**config.mk**
```make
export PLATFORM = sky130hd
export DESIGN_NAME = pcsi_core
export DESIGN_NICKNAME = d
export VERILOG_FILES = /design/src/shared/pcsi_pkg.sv /design/src/verilog/pcsi_core.sv
export VERILOG_INCLUDE_DIRS = /design/src /design/src/shared
export SDC_FILE = /design/constraint.sdc
export NUM_CORES = 1
export LEC_CHECK = 0
export ABC_CLOCK_PERIOD_IN_PS = 2220
export BUFFER_PORTS_ARGS = -buffer_cell sky130_fd_sc_hd__buf_2
export CAP_MARGIN = 20
export CELL_PAD_IN_SITES_DETAIL_PLACEMENT = 1
export CELL_PAD_IN_SITES_GLOBAL_PLACEMENT = 1
export CORE_MARGIN = 5
export CORE_UTILIZATION = 40
export CTS_BUF_LIST = sky130_fd_sc_hd__clkbuf_4 sky130_fd_sc_hd__clkbuf_8 sky130_fd_sc_hd__clkbuf_16
export DETAILED_ROUTE_END_ITERATION = 16
export GPL_TIMING_DRIVEN = 0
export PLACE_DENSITY = 0.75
export SLEW_MARGIN = 20
export SYNTH_ARGS = -nofsm -noshare
export SYNTH_HDL_FRONTEND = slang
export SYNTH_SLANG_ARGS = --single-unit
```
**constraint.sdc**
```tcl
create_clock -name core_clk -period 2.22 [get_ports core_clk]
set_input_delay 0.444 -clock core_clk [delete_from_list [all_inputs] [get_ports core_clk]]
set_output_delay 0.444 -clock core_clk [all_outputs]
set_load 0.05 [all_outputs]
```
**src/shared/pcsi_regs.svh**
```systemverilog
// Register offsets, field positions, reset values and fixed addresses of the pc/stack block
`ifndef PCSI_REGS_SVH
`define PCSI_REGS_SVH
// ----------------------------------------------------------------
// Register indices (byte address is four times the index)
// ----------------------------------------------------------------
`define PCSI_IDX_RCF 8'h8E
`define PCSI_IDX_CTRL 8'hA0
`define PCSI_IDX_STATE 8'hA1
// ----------------------------------------------------------------
// Field positions
// ----------------------------------------------------------------
`define PCSI_RCF_POR_BIT 1
`define PCSI_RCF_BOR_BIT 0
`define PCSI_CTRL_BDE_BIT 0
`define PCSI_STATE_LATCH_LSB 16
`define PCSI_STATE_FSP_LSB 24
`define PCSI_LATCH_JMP_MSB 4
`define PCSI_LATCH_JMP_LSB 3
// ----------------------------------------------------------------
// Reset values and fixed addresses
// ----------------------------------------------------------------
`define PCSI_PC_RST 13'h0000
`define PCSI_LATCH_RST 5'h00
`define PCSI_FSP_RST 8'h00
`define PCSI_CTRL_RST 1'h1
`define PCSI_INT_VEC 13'h0004
`define PCSI_IDP_ADDR 7'h00
`endif

```
**src/shared/pcsi_pkg.sv**
```systemverilog
// Types shared by the pc/stack block
package pcsi_pkg;
    typedef logic [12:0] pcsi_pc_t;
    typedef logic [2:0] pcsi_sp_t;
    typedef enum logic [5:0] {
        PCSI_SRC_HOLD = 6'h01,
        PCSI_SRC_STEP = 6'h02,
        PCSI_SRC_PCL = 6'h04,
        PCSI_SRC_JUMP = 6'h08,
        PCSI_SRC_POP = 6'h10,
        PCSI_SRC_VEC = 6'h20
    } pcsi_src_e;
endpackage

```
**src/verilog/pcsi_core.sv**
```systemverilog
// Program counter, return stack, indirect addressing and reset-cause flags
`timescale 1ns/1ps
`include "pcsi_regs.svh"
// What this block does
// - Program counter is 13 bits; low byte readable and writable by instructions.
// - Upper five bits never accessed directly; loaded from latch, jump target, stack, vector or increment.
// - Every reset clears the whole program counter.
// - Writing the low byte loads upper bits from latch bits 4..0.
// - Call or jump takes only latch bits 4 and 3 above the target.
// - Arithmetic write to low byte jumps without carry into upper bits.
// - Return stack holds eight entries of 13 bits.
// - Stack and its pointer lie outside every address space, unreadable.
// - Call and interrupt vectoring push the program counter.
// - Return, return-with-literal and interrupt exit pop into the program counter.
// - Pushes and pops leave the upper latch untouched.
// - Stack is circular: ninth push overwrites the first entry.
// - No overflow or underflow indication exists.
// - Indirect port has no storage; it reaches the location in the pointer.
// - Indirect read through a pointer at the port itself returns zero.
// - Indirect write through a pointer at the port itself stores nothing.
// - Effective address is bank bit over 8-bit pointer; bank bit held clear.
// - Flag bit 1 reads 0 after power-on reset; software then sets it.
// - Flag bit 0 cleared by brown-out reset; software then sets it.
// - Brown-out flag cleared by power-on reset, meaningless with detection disabled.
// - Flag register bits 7..2 read as zero.
module pcsi_core #(
    parameter int PC_W = 13,
    parameter int DEPTH = 8
) (
    input wire logic core_clk,
    input wire logic rst_n,
    input wire logic por_cause,
    input wire logic bor_cause,
    input wire logic step_req,
    input wire logic call_req,
    input wire logic jump_req,
    input wire logic [10:0] jump_target,
    input wire logic int_req,
    input wire logic ret_req,
    input wire logic pcl_wr,
    input wire logic [7:0] pcl_wdata,
    input wire logic latch_wr,
    input wire logic [4:0] latch_wdata,
    input wire logic fsp_wr,
    input wire logic [7:0] fsp_wdata,
    input wire logic acc_valid,
    input wire logic acc_write,
    input wire logic [6:0] acc_addr,
    output pcsi_pkg::pcsi_pc_t program_counter,
    output logic [8:0] eff_addr,
    output logic eff_rd,
    output logic eff_wr,
    output logic eff_zero,
    input wire logic psel,
    input wire logic penable,
    input wire logic pwrite,
    input wire logic [11:0] paddr,
    input wire logic [31:0] pwdata,
    output logic [31:0] prdata,
    output logic pready,
    output logic pslverr
);
    import pcsi_pkg::*;

    // ----------------------------------------------------------------
    // Helpers
    // ----------------------------------------------------------------
    function automatic pcsi_sp_t sp_move(input pcsi_sp_t sp, input logic down);
        sp_move = down ? sp - 3'h1 : sp + 3'h1;
    endfunction

    // ----------------------------------------------------------------
    // State
    // ----------------------------------------------------------------
    pcsi_pc_t pc_ff;
    pcsi_pc_t nxt_pc;
    logic [4:0] latch_ff;
    logic [7:0] fsp_ff;
    pcsi_sp_t sp_ff;
    pcsi_sp_t nxt_sp;
    pcsi_pc_t stack_mem [DEPTH];
    pcsi_src_e src;
    logic push_go;
    logic pop_go;
    pcsi_pc_t push_val;
    pcsi_pc_t pop_val;

    // ----------------------------------------------------------------
    // Program counter source
    // ----------------------------------------------------------------
    // Vectoring outranks everything so an interrupt is never swallowed
    assign src = int_req ? PCSI_SRC_VEC :
                 (call_req | jump_req) ? PCSI_SRC_JUMP :
                 ret_req ? PCSI_SRC_POP :
                 pcl_wr ? PCSI_SRC_PCL :
                 step_req ? PCSI_SRC_STEP : PCSI_SRC_HOLD;
    assign push_go = int_req | (call_req & ~int_req);
    assign pop_go = (src == PCSI_SRC_POP);
    // Interrupt resumes the instruction it pre-empted; call resumes after itself
    assign push_val = int_req ? pc_ff : pc_ff + 13'h0001;
    assign pop_val = stack_mem[sp_move(sp_ff, 1'b1)];

    always_comb begin
        case (src)
            PCSI_SRC_VEC: nxt_pc = `PCSI_INT_VEC;
            PCSI_SRC_JUMP: nxt_pc = {latch_ff[`PCSI_LATCH_JMP_MSB:`PCSI_LATCH_JMP_LSB],
                                     jump_target};
            PCSI_SRC_POP: nxt_pc = pop_val;
            // No carry into the upper bits: tables must not straddle a 256-word block
            PCSI_SRC_PCL: nxt_pc = {latch_ff, pcl_wdata};
            PCSI_SRC_STEP: nxt_pc = pc_ff + 13'h0001;
            PCSI_SRC_HOLD: nxt_pc = pc_ff;
            default: nxt_pc = pc_ff;
        endcase
    end

    // Simultaneous push and pop cancel on the pointer
    assign nxt_sp = (push_go & ~pop_go) ? sp_move(sp_ff, 1'b0) :
                    (pop_go & ~push_go) ? sp_move(sp_ff, 1'b1) : sp_ff;

    always_ff @(posedge core_clk or negedge rst_n) begin
        if (!rst_n) begin
            pc_ff <= `PCSI_PC_RST;
            sp_ff <= 3'h0;
        end else begin
            pc_ff <= nxt_pc;
            sp_ff <= nxt_sp;
        end
    end

    // Stack array has no reset: stale entries are part of the wrap behaviour
    always_ff @(posedge core_clk) begin
        if (push_go) begin
            stack_mem[sp_ff] <= push_val;
        end
    end

    // Only the instruction path writes the latch; stack traffic never does
    always_ff @(posedge core_clk or negedge rst_n) begin
        if (!rst_n) begin
            latch_ff <= `PCSI_LATCH_RST;
            fsp_ff <= `PCSI_FSP_RST;
        end else begin
            if (latch_wr) begin
                latch_ff <= latch_wdata;
            end
            if (fsp_wr) begin
                fsp_ff <= fsp_wdata;
            end
        end
    end

    assign program_counter = pc_ff;

    // ----------------------------------------------------------------
    // Indirect addressing
    // ----------------------------------------------------------------
    logic is_ind;
    logic self_ptr;
    logic [8:0] nxt_eff;
    logic [8:0] eff_addr_ff;
    logic eff_rd_ff;
    logic eff_wr_ff;
    logic eff_zero_ff;

    assign is_ind = acc_valid & (acc_addr == `PCSI_IDP_ADDR);
    assign self_ptr = (fsp_ff[6:0] == `PCSI_IDP_ADDR);
    // Bank bit is not implemented on this part and is tied clear
    assign nxt_eff = is_ind ? {1'b0, fsp_ff} : {2'b00, acc_addr};

    always_ff @(posedge core_clk or negedge rst_n) begin
        if (!rst_n) begin
            eff_addr_ff <= 9'h000;
            eff_rd_ff <= 1'b0;
            eff_wr_ff <= 1'b0;
            eff_zero_ff <= 1'b0;
        end else begin
            eff_addr_ff <= nxt_eff;
            eff_rd_ff <= acc_valid & ~acc_write & ~(is_ind & self_ptr);
            eff_wr_ff <= acc_valid & acc_write & ~(is_ind & self_ptr);
            eff_zero_ff <= is_ind & self_ptr & ~acc_write;
        end
    end

    assign eff_addr = eff_addr_ff;
    assign eff_rd = eff_rd_ff;
    assign eff_wr = eff_wr_ff;
    assign eff_zero = eff_zero_ff;

    // ----------------------------------------------------------------
    // Reset-cause flags
    // ----------------------------------------------------------------
    logic capt_ff;
    logic por_ff;
    logic bor_ff;
    logic bde_ff;
    logic wr_go;
    logic [7:0] reg_idx;
    logic hit_rcf;
    logic hit_ctrl;
    logic hit_state;
    logic hit_any;
    logic [31:0] rd_mux;

    // Flags keep their value across resets, so they have no reset term;
    // the cause is caught at the first edge after release.
    // The detect enable lives here too: only a power-on reset or a control write re-enables capture
    always_ff @(posedge core_clk or negedge rst_n) begin
        if (!rst_n) begin
            capt_ff <= 1'b0;
        end else begin
            capt_ff <= 1'b1;
        end
    end

    always_ff @(posedge core_clk) begin
        if (!capt_ff && por_cause) begin
            por_ff <= 1'b0;
            bor_ff <= 1'b0;
            bde_ff <= `PCSI_CTRL_RST;
        end else if (!capt_ff && bor_cause && bde_ff) begin
            bor_ff <= 1'b0;
        end else if (wr_go && hit_rcf) begin
            por_ff <= pwdata[`PCSI_RCF_POR_BIT];
            bor_ff <= pwdata[`PCSI_RCF_BOR_BIT];
        end else if (wr_go && hit_ctrl) begin
            bde_ff <= pwdata[`PCSI_CTRL_BDE_BIT];
        end
    end

    // ----------------------------------------------------------------
    // APB slave
    // ----------------------------------------------------------------
    logic pready_ff;
    logic pslverr_ff;
    logic [31:0] prdata_ff;

    assign reg_idx = paddr[9:2];
    assign hit_rcf = (paddr[11:10] == 2'b00) && (reg_idx == `PCSI_IDX_RCF);
    assign hit_ctrl = (paddr[11:10] == 2'b00) && (reg_idx == `PCSI_IDX_CTRL);
    assign hit_state = (paddr[11:10] == 2'b00) && (reg_idx == `PCSI_IDX_STATE);
    assign hit_any = hit_rcf | hit_ctrl | hit_state;
    assign wr_go = psel & penable & pready_ff & pwrite & hit_any;
    assign rd_mux = hit_rcf ? {30'h0, por_ff, bor_ff} :
                    hit_ctrl ? {31'h0, bde_ff} :
                    hit_state ? {fsp_ff, 3'h0, latch_ff, 3'h0, pc_ff} : 32'h0;

    // One wait state: pready rises in the second access cycle
    always_ff @(posedge core_clk or negedge rst_n) begin
        if (!rst_n) begin
            pready_ff <= 1'b0;
            pslverr_ff <= 1'b0;
            prdata_ff <= 32'h0;
        end else begin
            pready_ff <= psel & penable & ~pready_ff;
            pslverr_ff <= psel & penable & ~pready_ff & ~hit_any;
            prdata_ff <= (psel & penable & ~pready_ff & ~pwrite) ? rd_mux : 32'h0;
        end
    end

    assign pready = pready_ff;
    assign pslverr = pslverr_ff;
    assign prdata = prdata_ff;

    // ----------------------------------------------------------------
    // Assertions
    // ----------------------------------------------------------------
    AST_PCL_LOAD:
    assert property (@(posedge core_clk) disable iff (!rst_n)
        (src == PCSI_SRC_PCL) |=> pc_ff == {$past(latch_ff), $past(pcl_wdata)})
        else $error("low byte write did not load latch into upper bits");

    AST_JUMP_UPPER:
    assert property (@(posedge core_clk) disable iff (!rst_n)
        (src == PCSI_SRC_JUMP) |=> pc_ff[12:11] == $past(latch_ff[4:3])
            && pc_ff[10:0] == $past(jump_target))
        else $error("jump did not take latch bits 4 and 3");

    AST_CALL_RETURN:
    assert property (@(posedge core_clk) disable iff (!rst_n)
        (call_req && !int_req) ##1 (ret_req && !int_req && !call_req && !jump_req)
            |=> pc_ff == $past(pc_ff, 2) + 13'h0001)
        else $error("return did not restore the call site");

    AST_INT_PUSH:
    assert property (@(posedge core_clk) disable iff (!rst_n)
        int_req |=> pc_ff == `PCSI_INT_VEC && sp_ff == $past(sp_ff) + 3'h1)
        else $error("interrupt did not vector and push");

    AST_LATCH_KEPT:
    assert property (@(posedge core_clk) disable iff (!rst_n)
        (push_go || pop_go) && !latch_wr |=> $stable(latch_ff))
        else $error("stack traffic changed the latch");

    AST_SP_WRAP:
    assert property (@(posedge core_clk) disable iff (!rst_n)
        (push_go && !pop_go)[*8] |=> sp_ff == $past(sp_ff, 8))
        else $error("stack pointer did not wrap after eight pushes");

    AST_IND_ADDR:
    assert property (@(posedge core_clk) disable iff (!rst_n)
        is_ind |=> eff_addr_ff == {1'b0, $past(fsp_ff)})
        else $error("indirect address not formed from pointer");

    AST_SELF_READ:
    assert property (@(posedge core_clk) disable iff (!rst_n)
        is_ind && self_ptr && !acc_write |=> eff_zero_ff && !eff_rd_ff)
        else $error("self-pointing read did not return zero");

    AST_SELF_WRITE:
    assert property (@(posedge core_clk) disable iff (!rst_n)
        is_ind && self_ptr && acc_write |=> !eff_wr_ff)
        else $error("self-pointing write was not suppressed");

    AST_RCF_UPPER:
    assert property (@(posedge core_clk) disable iff (!rst_n)
        psel && penable && pready_ff && !pwrite && hit_rcf |-> prdata_ff[31:2] == 30'h0)
        else $error("flag register upper bits not zero");

    AST_POR_FLAG:
    assert property (@(posedge core_clk) disable iff (!rst_n)
        !capt_ff && por_cause |=> !por_ff)
        else $error("power-on reset did not clear the flag");

    AST_STEP_INC:
    assert property (@(posedge core_clk) disable iff (!rst_n)
        (src == PCSI_SRC_STEP) |=> pc_ff == $past(pc_ff) + 13'h0001)
        else $error("step did not advance the program counter");

    AST_BOR_FLAG:
    assert property (@(posedge core_clk) disable iff (!rst_n)
        !capt_ff && bor_cause && !por_cause && bde_ff |=> !bor_ff)
        else $error("brown-out reset did not clear the flag");

    AST_BDE_OFF:
    assert property (@(posedge core_clk) disable iff (!rst_n)
        !capt_ff && !por_cause && !bde_ff |=> $stable(bor_ff))
        else $error("brown-out flag moved with detection disabled");

    AST_EFF_DIRECT:
    assert property (@(posedge core_clk) disable iff (!rst_n)
        acc_valid && !is_ind |=> eff_addr_ff == {2'b00, $past(acc_addr)})
        else $error("direct access address not passed through");
endmodule
```
Word level (Yosys, flattened, before mapping)
Memory sizes are Yosys's and may differ from the RTL's.
Index checks and enable logic that the tools add are counted.
{ "word_totals": {"reg_bits": 78, "mem_bits_rw": 104, "input_bits": 100, "output_inout_bits": 59, "elab_cells": 91, "n_memories": 1} }
{ "classes": {"add_sub_neg": 3, "eq_ne": 8, "muxes": 16, "bitwise": 31, "n_reduce_logical": 17} }
{ "mem_list": {"columns": ["memory", "depth", "width", "read_ports", "rd_clocked_by_memory_dff", "write_ports", "line_no", "rtl"], "rows": [
  ["stack_mem", 8, 13, 1, 0, 1, "pcsi_core.sv:81", "pcsi_pc_t stack_mem [DEPTH];"]
]} }
{ "ops": {"columns": ["cell", "count"], "rows": [
  ["32-bit two-way mux", 4],
  ["13-bit one-hot mux with 5 select lines", 1],
  ["8-bit == test (second input constant)", 3],
  ["1-bit AND", 17],
  ["7-bit zero test", 2],
  ["13-bit by 1-bit adder with 13-bit output (second input constant)", 1],
  ["13-bit two-way mux", 1],
  ["5-bit two-way mux", 2],
  ["1-bit inverter", 10],
  ["3-bit two-way mux", 3],
  ["1-bit logical AND", 8],
  ["8-bit two-way mux", 1],
  ["6-bit by 2-bit == test with 1-bit output (second input constant)", 1],
  ["6-bit by 3-bit == test with 1-bit output (second input constant)", 1],
  ["6-bit by 4-bit == test with 1-bit output (second input constant)", 1],
  ["6-bit by 5-bit == test with 1-bit output (second input constant)", 1],
  ["6-bit == test (second input constant)", 1],
  ["6-bit two-way mux", 1],
  ["5-bit nonzero test", 1],
  ["1-bit OR", 4],
  ["3-bit by 1-bit adder with 3-bit output (second input constant)", 1],
  ["3-bit AND reduction", 1],
  ["3-bit by 1-bit subtractor with 3-bit output (second input constant)", 1],
  ["2-bit zero test", 1],
  ["6 further kinds", 7]
]} }

Longest topological paths before layout
Gate-level depths: netlist (run 1).
{ "depth": {"depth_word": 9, "depth_mapped": 10, "mapped_depth_nobuf": 7} }

Worst setup path before layout (run 1)
Ideal clock, no wire load.
{ "synth_path": {"path_type": "reg2reg", "startpoint": "register sp_ff[0]", "endpoint": "register pc_ff[9] (netlist: program_counter[9])", "arrival_ns": 2.324, "required_ns": 2.086, "slack_ns": -0.238, "stages_incl_launch_ff": 10, "n_path_buf": 4, "path_cell_list": "dfrtp_1 > buf_2 > buf_4 > inv_1 > ha_1 > buf_2 > clkbuf_1 > mux4_2 > mux2i_1 > o221ai_2"} }
{ "synth_via": {"elab_chain_len": 3} }
{ "synth_lines": {"columns": ["element", "line_no", "rtl"], "rows": [
  ["start, declared", "pcsi_core.sv:79", "pcsi_sp_t sp_ff;"],
  ["start signal, assigned", "pcsi_core.sv:127", "sp_ff <= nxt_sp;"],
  ["3-bit by 1-bit subtractor with 3-bit output", "pcsi_core.sv:69", "sp_move = down ? sp - 3'h1 : sp + 3'h1;"],
  ["memory 8 x 13 bit", null, null],
  ["13-bit one-hot mux with 5 select lines", "pcsi_core.sv:104", "case (src)"],
  ["end signal, assigned", "pcsi_core.sv:123", "pc_ff <= `PCSI_PC_RST;"],
  ["end signal, assigned", "pcsi_core.sv:126", "pc_ff <= nxt_pc;"],
  ["end, declared", "pcsi_core.sv:75", "pcsi_pc_t pc_ff;"]
]} }
No other way between the ends.
A chain may end at the register's enable or synchronous reset.

Worst setup path in the final report (run 1)
Same ends and word-level chain as after synthesis.

==> impl_metrics.tcl, run 1 <==
set metrics [dict create \
    p_comb_share_pct 33.1 \
    clockRootBuffer "clkbuf_16" \
    diodes 0 \
    maxSlewViolCount 0 \
    finalCritPeriodShare_pct 94.7 \
    gr-total-overflow 0 \
    hold_path.startpoint "por_cause" \
    worstPathArrival_ns 2.40 \
    setup_viol 0 \
    clockPowerShare_pct 27.9 \
    cts_tree "done" \
    synth_top_area_share_pct 42.4 \
    wire_per_inst_um 22.4 \
    drt_iter0_drc 340 \
    drc_errors 0 \
    antenna_found_initial 0 \
    max_freq_mhz 476 \
    crit_path_end_kind "flop" \
    clock-sinks 176 \
    hpwl_um 13400 \
    grt_pass1_wl_um 30200 \
    whs_endpoint "por_ff" \
    clock_latency_ns 0.43 \
    ys_top_cells_by_area "edfxtp_1 42%, dfrtp_1 23%, mux4_2 8.0%" \
    cp_slowest_cell "dfrtp_1" \
    synth_cell_types 50 \
    rows 49 \
    rrSetupSlack_ns 0.12 \
    hold_viol 0 \
    pwr-share-seq_pct 39.0 \
    hp-class "in -> reg" \
    dieArea_um2 21200 \
    synth-edff-count 104 \
    switchingPower_mw 3.56 \
    reg2reg_to "program_counter[9]" \
    numCtsBuffers 17 \
    nets 729 \
    reg2reg_from "sp_ff[0]" \
    postRouteAntennaNets 0 \
    cp_num_buf_inv 4 \
    cp.required_ns 2.52 \
    synthFlopType "edfxtp_1" \
    synth_top_cell_by_area "edfxtp_1" \
    clk_pin_slew_ns 0.07 \
    cap_violations 0 \
    dr.pass1.iters 5 \
    synthCells 470 \
    peakVddDrop_mv 0.742 \
    cts_buffer_depth 2 \
    whs_ns 0.207 \
    syn_area_um2 7360 \
    io-pin-count 159 \
    worst-setup-path-type "reg -> reg" \
    status "complete, no violations" \
    yosys_warnings 0 \
    powerDensity_nw_per_um2 1210 \
    critPathMaxFanout 11 \
    internal_power_mw 7.56 \
    grt_setup_unrepaired "false" \
    cpPeakStageDelay_ns 0.41 \
    track_usage_pct 18.4 \
    hold_depth 2 \
    synth-async-reset-ratio_pct 39.2 \
    start_util_pct 40.9 \
    place_congestion 0.849 \
    drive_gt1_share_pct 41.4 \
    crit_family "multiplexers" \
    finClkSkew_ns 0.00658 \
    first_global_vias 5183 \
    synth_common_cells "104 x edfxtp_1, 69 x dfrtp_1, 27 x and2_1, 27 x nor2_1, 26 x mux4_2" \
    num_vias 4663 \
    p_leak_nw 3.76 \
    min_period_ns 2.10 \
    fin_area_um2 9220 \
    cp_cell_sequence "buf_12 -> inv_1 -> ha_1 -> buf_6 -> clkbuf_16 -> mux4_2 -> mux2i_4 -> o221ai_2" \
    slew_headroom_pct 25.4 \
    tightest_slew_ns 1.11 \
    ys_seq_area_share_pct 66.7 \
    die_w_um 146 \
    area_growth_syn_to_layout_pct 25.2 \
    numPortBuffers 118 \
    placed_cell_area_um2 8340 \
    reg2reg_depth 8 \
    die_y_um 146 \
    coreArea_um2 18000 \
    swShare_pct 32.1 \
    synth_seq_cells 176 \
    synth_most_common_cell "edfxtp_1" \
    grt_max_degree 59 \
    viasPerCell 5.38 \
    startpoint_type "flop" \
    avgSynthCellArea_um2 15.7 \
    h-tree-depth 4 \
    routed_wirelength_um 19400 \
]
[metrics by stage]
stage	instances	power, mW	setup TNS, ns	worst slack (ns)	utilization (%)
final	867	11.1	0	0.118	51.1
after global routing	867	11.6	0	0.0226	51.1
after CTS	860	10.9	0	0.0203	50.5
after detailed placement	824	7.50	-15.37	-0.571	46.3
after global placement	823	7.32	-36.47	-0.544	45.9
after floorplan	476	6.48	0	0.000523	-
[layout by cell type, fill, tap and decap left out, drive strengths merged, types with 5 or more instances in the layout]
cell type / count
a21o: 7
a21oi: 6
and2: 27
buf: 148
clkbuf: 27
conb: 8
dfrtp: 69
edfxtp: 104
inv: 12
mux2: 14
mux2i: 18
mux4: 26
nand2: 20
nand3: 7
nand4: 6
nor2: 28
nor3: 12
nor4: 5
o21ai: 12
o221ai: 5
xnor2: 14
xor2: 14
[logic make-up after synthesis]
| kind of cell | share of synthesized area [%] |
|---|---|
| adders and majority gates | 0.680 |
| xor gates and xnor gates | 3.33 |
| buffers and inverters | 2.63 |
| muxes | 12.5 |
| and+or+nand+nor | 9.63 |
| other | 0.102 |
| AOI/OAI and AO/OA | 4.40 |
| DFF | 66.7 |
[area by class of cell]
type	count	area, µm²
buffer	27	218
timing repair buffer	131	713
clock buffer	18	433
tap	229	287
clock inverter	14	175
fill	1795	8810
multi-input combinational	266	2450
inverter	6	22.5
sequential	176	4910
[what timing repair did]
item	CTS	global route
setup endpoints to repair	158	61
pin swaps	1	1
cloned	0	0
hold endpoints to repair	11	0
hold buffers	1	0
gates resized for setup	25	15
setup buffers	3	8
[worst reg2reg max path: stages (launching register included)]
cell	delay, ns
dfrtp_1	0.41
buf_12	0.17
inv_1	0.07
ha_1	0.31
buf_6	0.15
clkbuf_16	0.17
mux4_2	0.34
mux2i_4	0.24
o221ai_2	0.12
[metal layers]
layer  GRT usage (%)  vias up  wire [µm]
met4            6.72        0        469
li1                -     2061          -
met3            4.89       36       1210
met5               0        -          0
met2            32.2      195      10200
met1            21.8     2371       7490
[worst max path at each step]
stage                  startpoint  slack, ns                 end  cells after the start
2_1_floorplan  program_counter[1]     0.0005    stack_mem[0][10]                      6
3_3_place_gp             sp_ff[0]      -0.54  program_counter[9]                      9
3_5_place_dp             sp_ff[0]      -0.57  program_counter[9]                      9
4_1_cts                  sp_ff[0]       0.02  program_counter[2]                     10
5_1_grt        program_counter[2]       0.02     stack_mem[4][9]                      6
6_report                 sp_ff[0]       0.12  program_counter[9]                      8
[power groups by stage]
stage	clock network (mW)	logic (mW)	registers, mW
2_1_floorplan	0	2.02	4.46
4_1_cts	3.17	3.44	4.34
3_3_place_gp	0	2.98	4.34
6_report	3.10	3.68	4.34
5_1_grt	3.30	3.89	4.38
3_5_place_dp	0	3.11	4.39
[flip-flops by register name, summed over array words and instances, names as in the netlist, 3 cells and up]
register	count
latch_ff	5
sp_ff	3
program_counter	13
eff_addr	8
prdata	26
stack_mem	104
fsp_ff	8
Power figures use the tool's default switching activity.
==> run 2, diff against run 1 <==
--- a/config.mk
+++ b/config.mk
@@ -6,17 +6,17 @@
 export SDC_FILE = /design/constraint.sdc
 export NUM_CORES = 1
 export LEC_CHECK = 0
-export ABC_CLOCK_PERIOD_IN_PS = 2220
+export ABC_CLOCK_PERIOD_IN_PS = 2370
 export BUFFER_PORTS_ARGS = -buffer_cell sky130_fd_sc_hd__buf_2
 export CAP_MARGIN = 20
 export CELL_PAD_IN_SITES_DETAIL_PLACEMENT = 1
 export CELL_PAD_IN_SITES_GLOBAL_PLACEMENT = 1
 export CORE_MARGIN = 5
-export CORE_UTILIZATION = 40
+export CORE_UTILIZATION = 45
 export CTS_BUF_LIST = sky130_fd_sc_hd__clkbuf_4 sky130_fd_sc_hd__clkbuf_8 sky130_fd_sc_hd__clkbuf_16
 export DETAILED_ROUTE_END_ITERATION = 16
 export GPL_TIMING_DRIVEN = 0
-export PLACE_DENSITY = 0.75
+export PLACE_DENSITY = 0.8
 export SLEW_MARGIN = 20
 export SYNTH_ARGS = -nofsm -noshare
 export SYNTH_HDL_FRONTEND = slang
==> constraint.sdc (replaced) <==
create_clock -name core_clk -period 2.37 [get_ports core_clk]
set_input_delay 0.474 -clock core_clk [delete_from_list [all_inputs] [get_ports core_clk]]
set_output_delay 0.474 -clock core_clk [all_outputs]
set_load 0.05 [all_outputs]
==> impl_metrics.tcl, run 2 (synthesized netlist as in run 1, its figures left out) <==
set metrics [dict create \
    numCtsBuffers 17 \
    finalNonFillerCells 853 \
    diodes 0 \
    path_depth 9 \
    peakVddDrop_mv 0.596 \
    worst-setup-path-type "reg -> reg" \
    fin_area_um2 9140 \
    grt_pass1_wl_um 28800 \
    crit_top_cell "buf_12" \
    dr.pass1.iters 4 \
    startpoint_type "flop" \
    io-pin-count 159 \
    drt_iter0_drc 338 \
    pwr-share-seq_pct 39.4 \
    final_util_pct 57.4 \
    gr-total-overflow 0 \
    cp.required_ns 2.66 \
    viasPerCell 5.45 \
    clk_pin_slew_ns 0.07 \
    cp_cell_sequence "buf_12 -> buf_12 -> inv_1 -> ha_1 -> buf_6 -> clkbuf_8 -> mux4_2 -> mux2i_2 -> o221ai_1" \
    crit_path_end_kind "flop" \
    maxSlewViolCount 0 \
    place_ws_ns -0.581 \
    min_period_ns 2.28 \
    track_usage_pct 20.8 \
    final_common_cell "buf_2" \
    hold_depth 2 \
    reg2reg_to "program_counter[6]" \
    max_freq_mhz 440 \
    drive_gt1_share_pct 40.0 \
    internal_power_mw 7.01 \
    clockPowerShare_pct 27.6 \
    rows 46 \
    postRouteAntennaNets 0 \
    regMostFlops "stack_mem" \
    critPathMaxFanout 10 \
    cts_tree "done" \
    numPortBuffers 118 \
    largest_reg_flops 104 \
    p_leak_nw 3.75 \
    worstPathArrival_ns 2.57 \
    slew_headroom_pct 36.1 \
    start_util_pct 46.2 \
    clockRootBuffer "clkbuf_16" \
    hold_path.startpoint "acc_write" \
    first_global_vias 4960 \
    finalCritPeriodShare_pct 96.0 \
    cap_violations 0 \
    area_growth_syn_to_layout_pct 24.2 \
    wire_per_inst_um 22.4 \
    p_comb_share_pct 33.1 \
    hpwl_um 13200 \
    die_w_um 138 \
    crit_family "buffers and inverters" \
    hp-class "in -> reg" \
    finClkSkew_ns 0.00737 \
    num_vias 4645 \
    setup_ws_ns 0.0949 \
    routed_wirelength_um 19100 \
    whs_ns 0.225 \
    crit_start "sp_ff[0]" \
    h-tree-depth 4 \
    nets 729 \
    clock-sinks 176 \
    die_y_um 138 \
    dp_cells 813 \
    cp_num_buf_inv 5 \
    cp_slowest_cell "dfrtp_1" \
    antenna_found_initial 1 \
    clock_latency_ns 0.43 \
    final_cell_mix "121 x buf_2, 104 x edfxtp_1, 68 x dfrtp_1" \
    coreArea_um2 15900 \
    hold_viol 0 \
    swShare_pct 31.9 \
    status "complete, no violations" \
    final.setup.tns_ns 0 \
    cts_buffer_depth 2 \
    place_congestion 0.834 \
    switchingPower_mw 3.29 \
    powerDensity_nw_per_um2 1130 \
    total_power_mw 10.3 \
    reg2reg_from "sp_ff[0]" \
    drc_errors 0 \
    dieArea_um2 19000 \
    whs_endpoint "eff_rd" \
    placed_cell_area_um2 8330 \
    grt_max_degree 60 \
    fillCellCount 1570 \
    reg2reg_depth 9 \
    cpPeakStageDelay_ns 0.40 \
    tightest_slew_ns 0.957 \
    rrSetupSlack_ns 0.09 \
    setup_viol 0 \
]
[run 2: power by group through the flow]
stage	registers, mW	clock network, mW	logic [mW]
after CTS	4.05	2.87	3.28
after detailed placement	4.11	0	2.91
after global placement	4.07	0	2.75
final	4.05	2.84	3.41
after floorplan	4.17	0	1.88
after global routing	4.09	3.04	3.60
[run 2: area by class of cell]
cell class | count | area [µm²] | share of cell area, %
timing repair buffer | 130 | 713 | 7.80
clock buffer | 17 | 425 | 4.65
multi-input combinational | 266 | 2410 | 26.4
inverter | 6 | 22.5 | 0.246
sequential | 176 | 4910 | 53.7
clock inverter | 14 | 164 | 1.79
buffer | 28 | 226 | 2.48
tap | 216 | 270 | 2.96
[run 2: worst max path at each step]
stage | to | slack (ns)
finish | program_counter[6] | 0.09
floorplan | stack_mem[1][0] | 0.05
detailed placement | program_counter[9] | -0.58
CTS | stack_mem[6][8] | 0.006
global placement | stack_mem[1][0] | -0.93
global route | stack_mem[5][10] | -0.007
[run 2: repair_timing]
action	CTS	global route
setup buffers	1	7
gates resized for setup	22	10
pin swaps	1	1
endpoints found under the hold margin	10	0
hold buffers	1	0
setup endpoints to repair	85	52
[run 2: layer usage]
metal	track usage (%)	wire [µm]	vias to the layer above	part of all wire [%]
li1	-	-	2067	-
met1	25.1	7580	2401	40
met2	36.8	10000	149	53
met3	4.50	1130	26	5.9
met4	7.35	311	2	1.6
met5	0	13	-	0.068
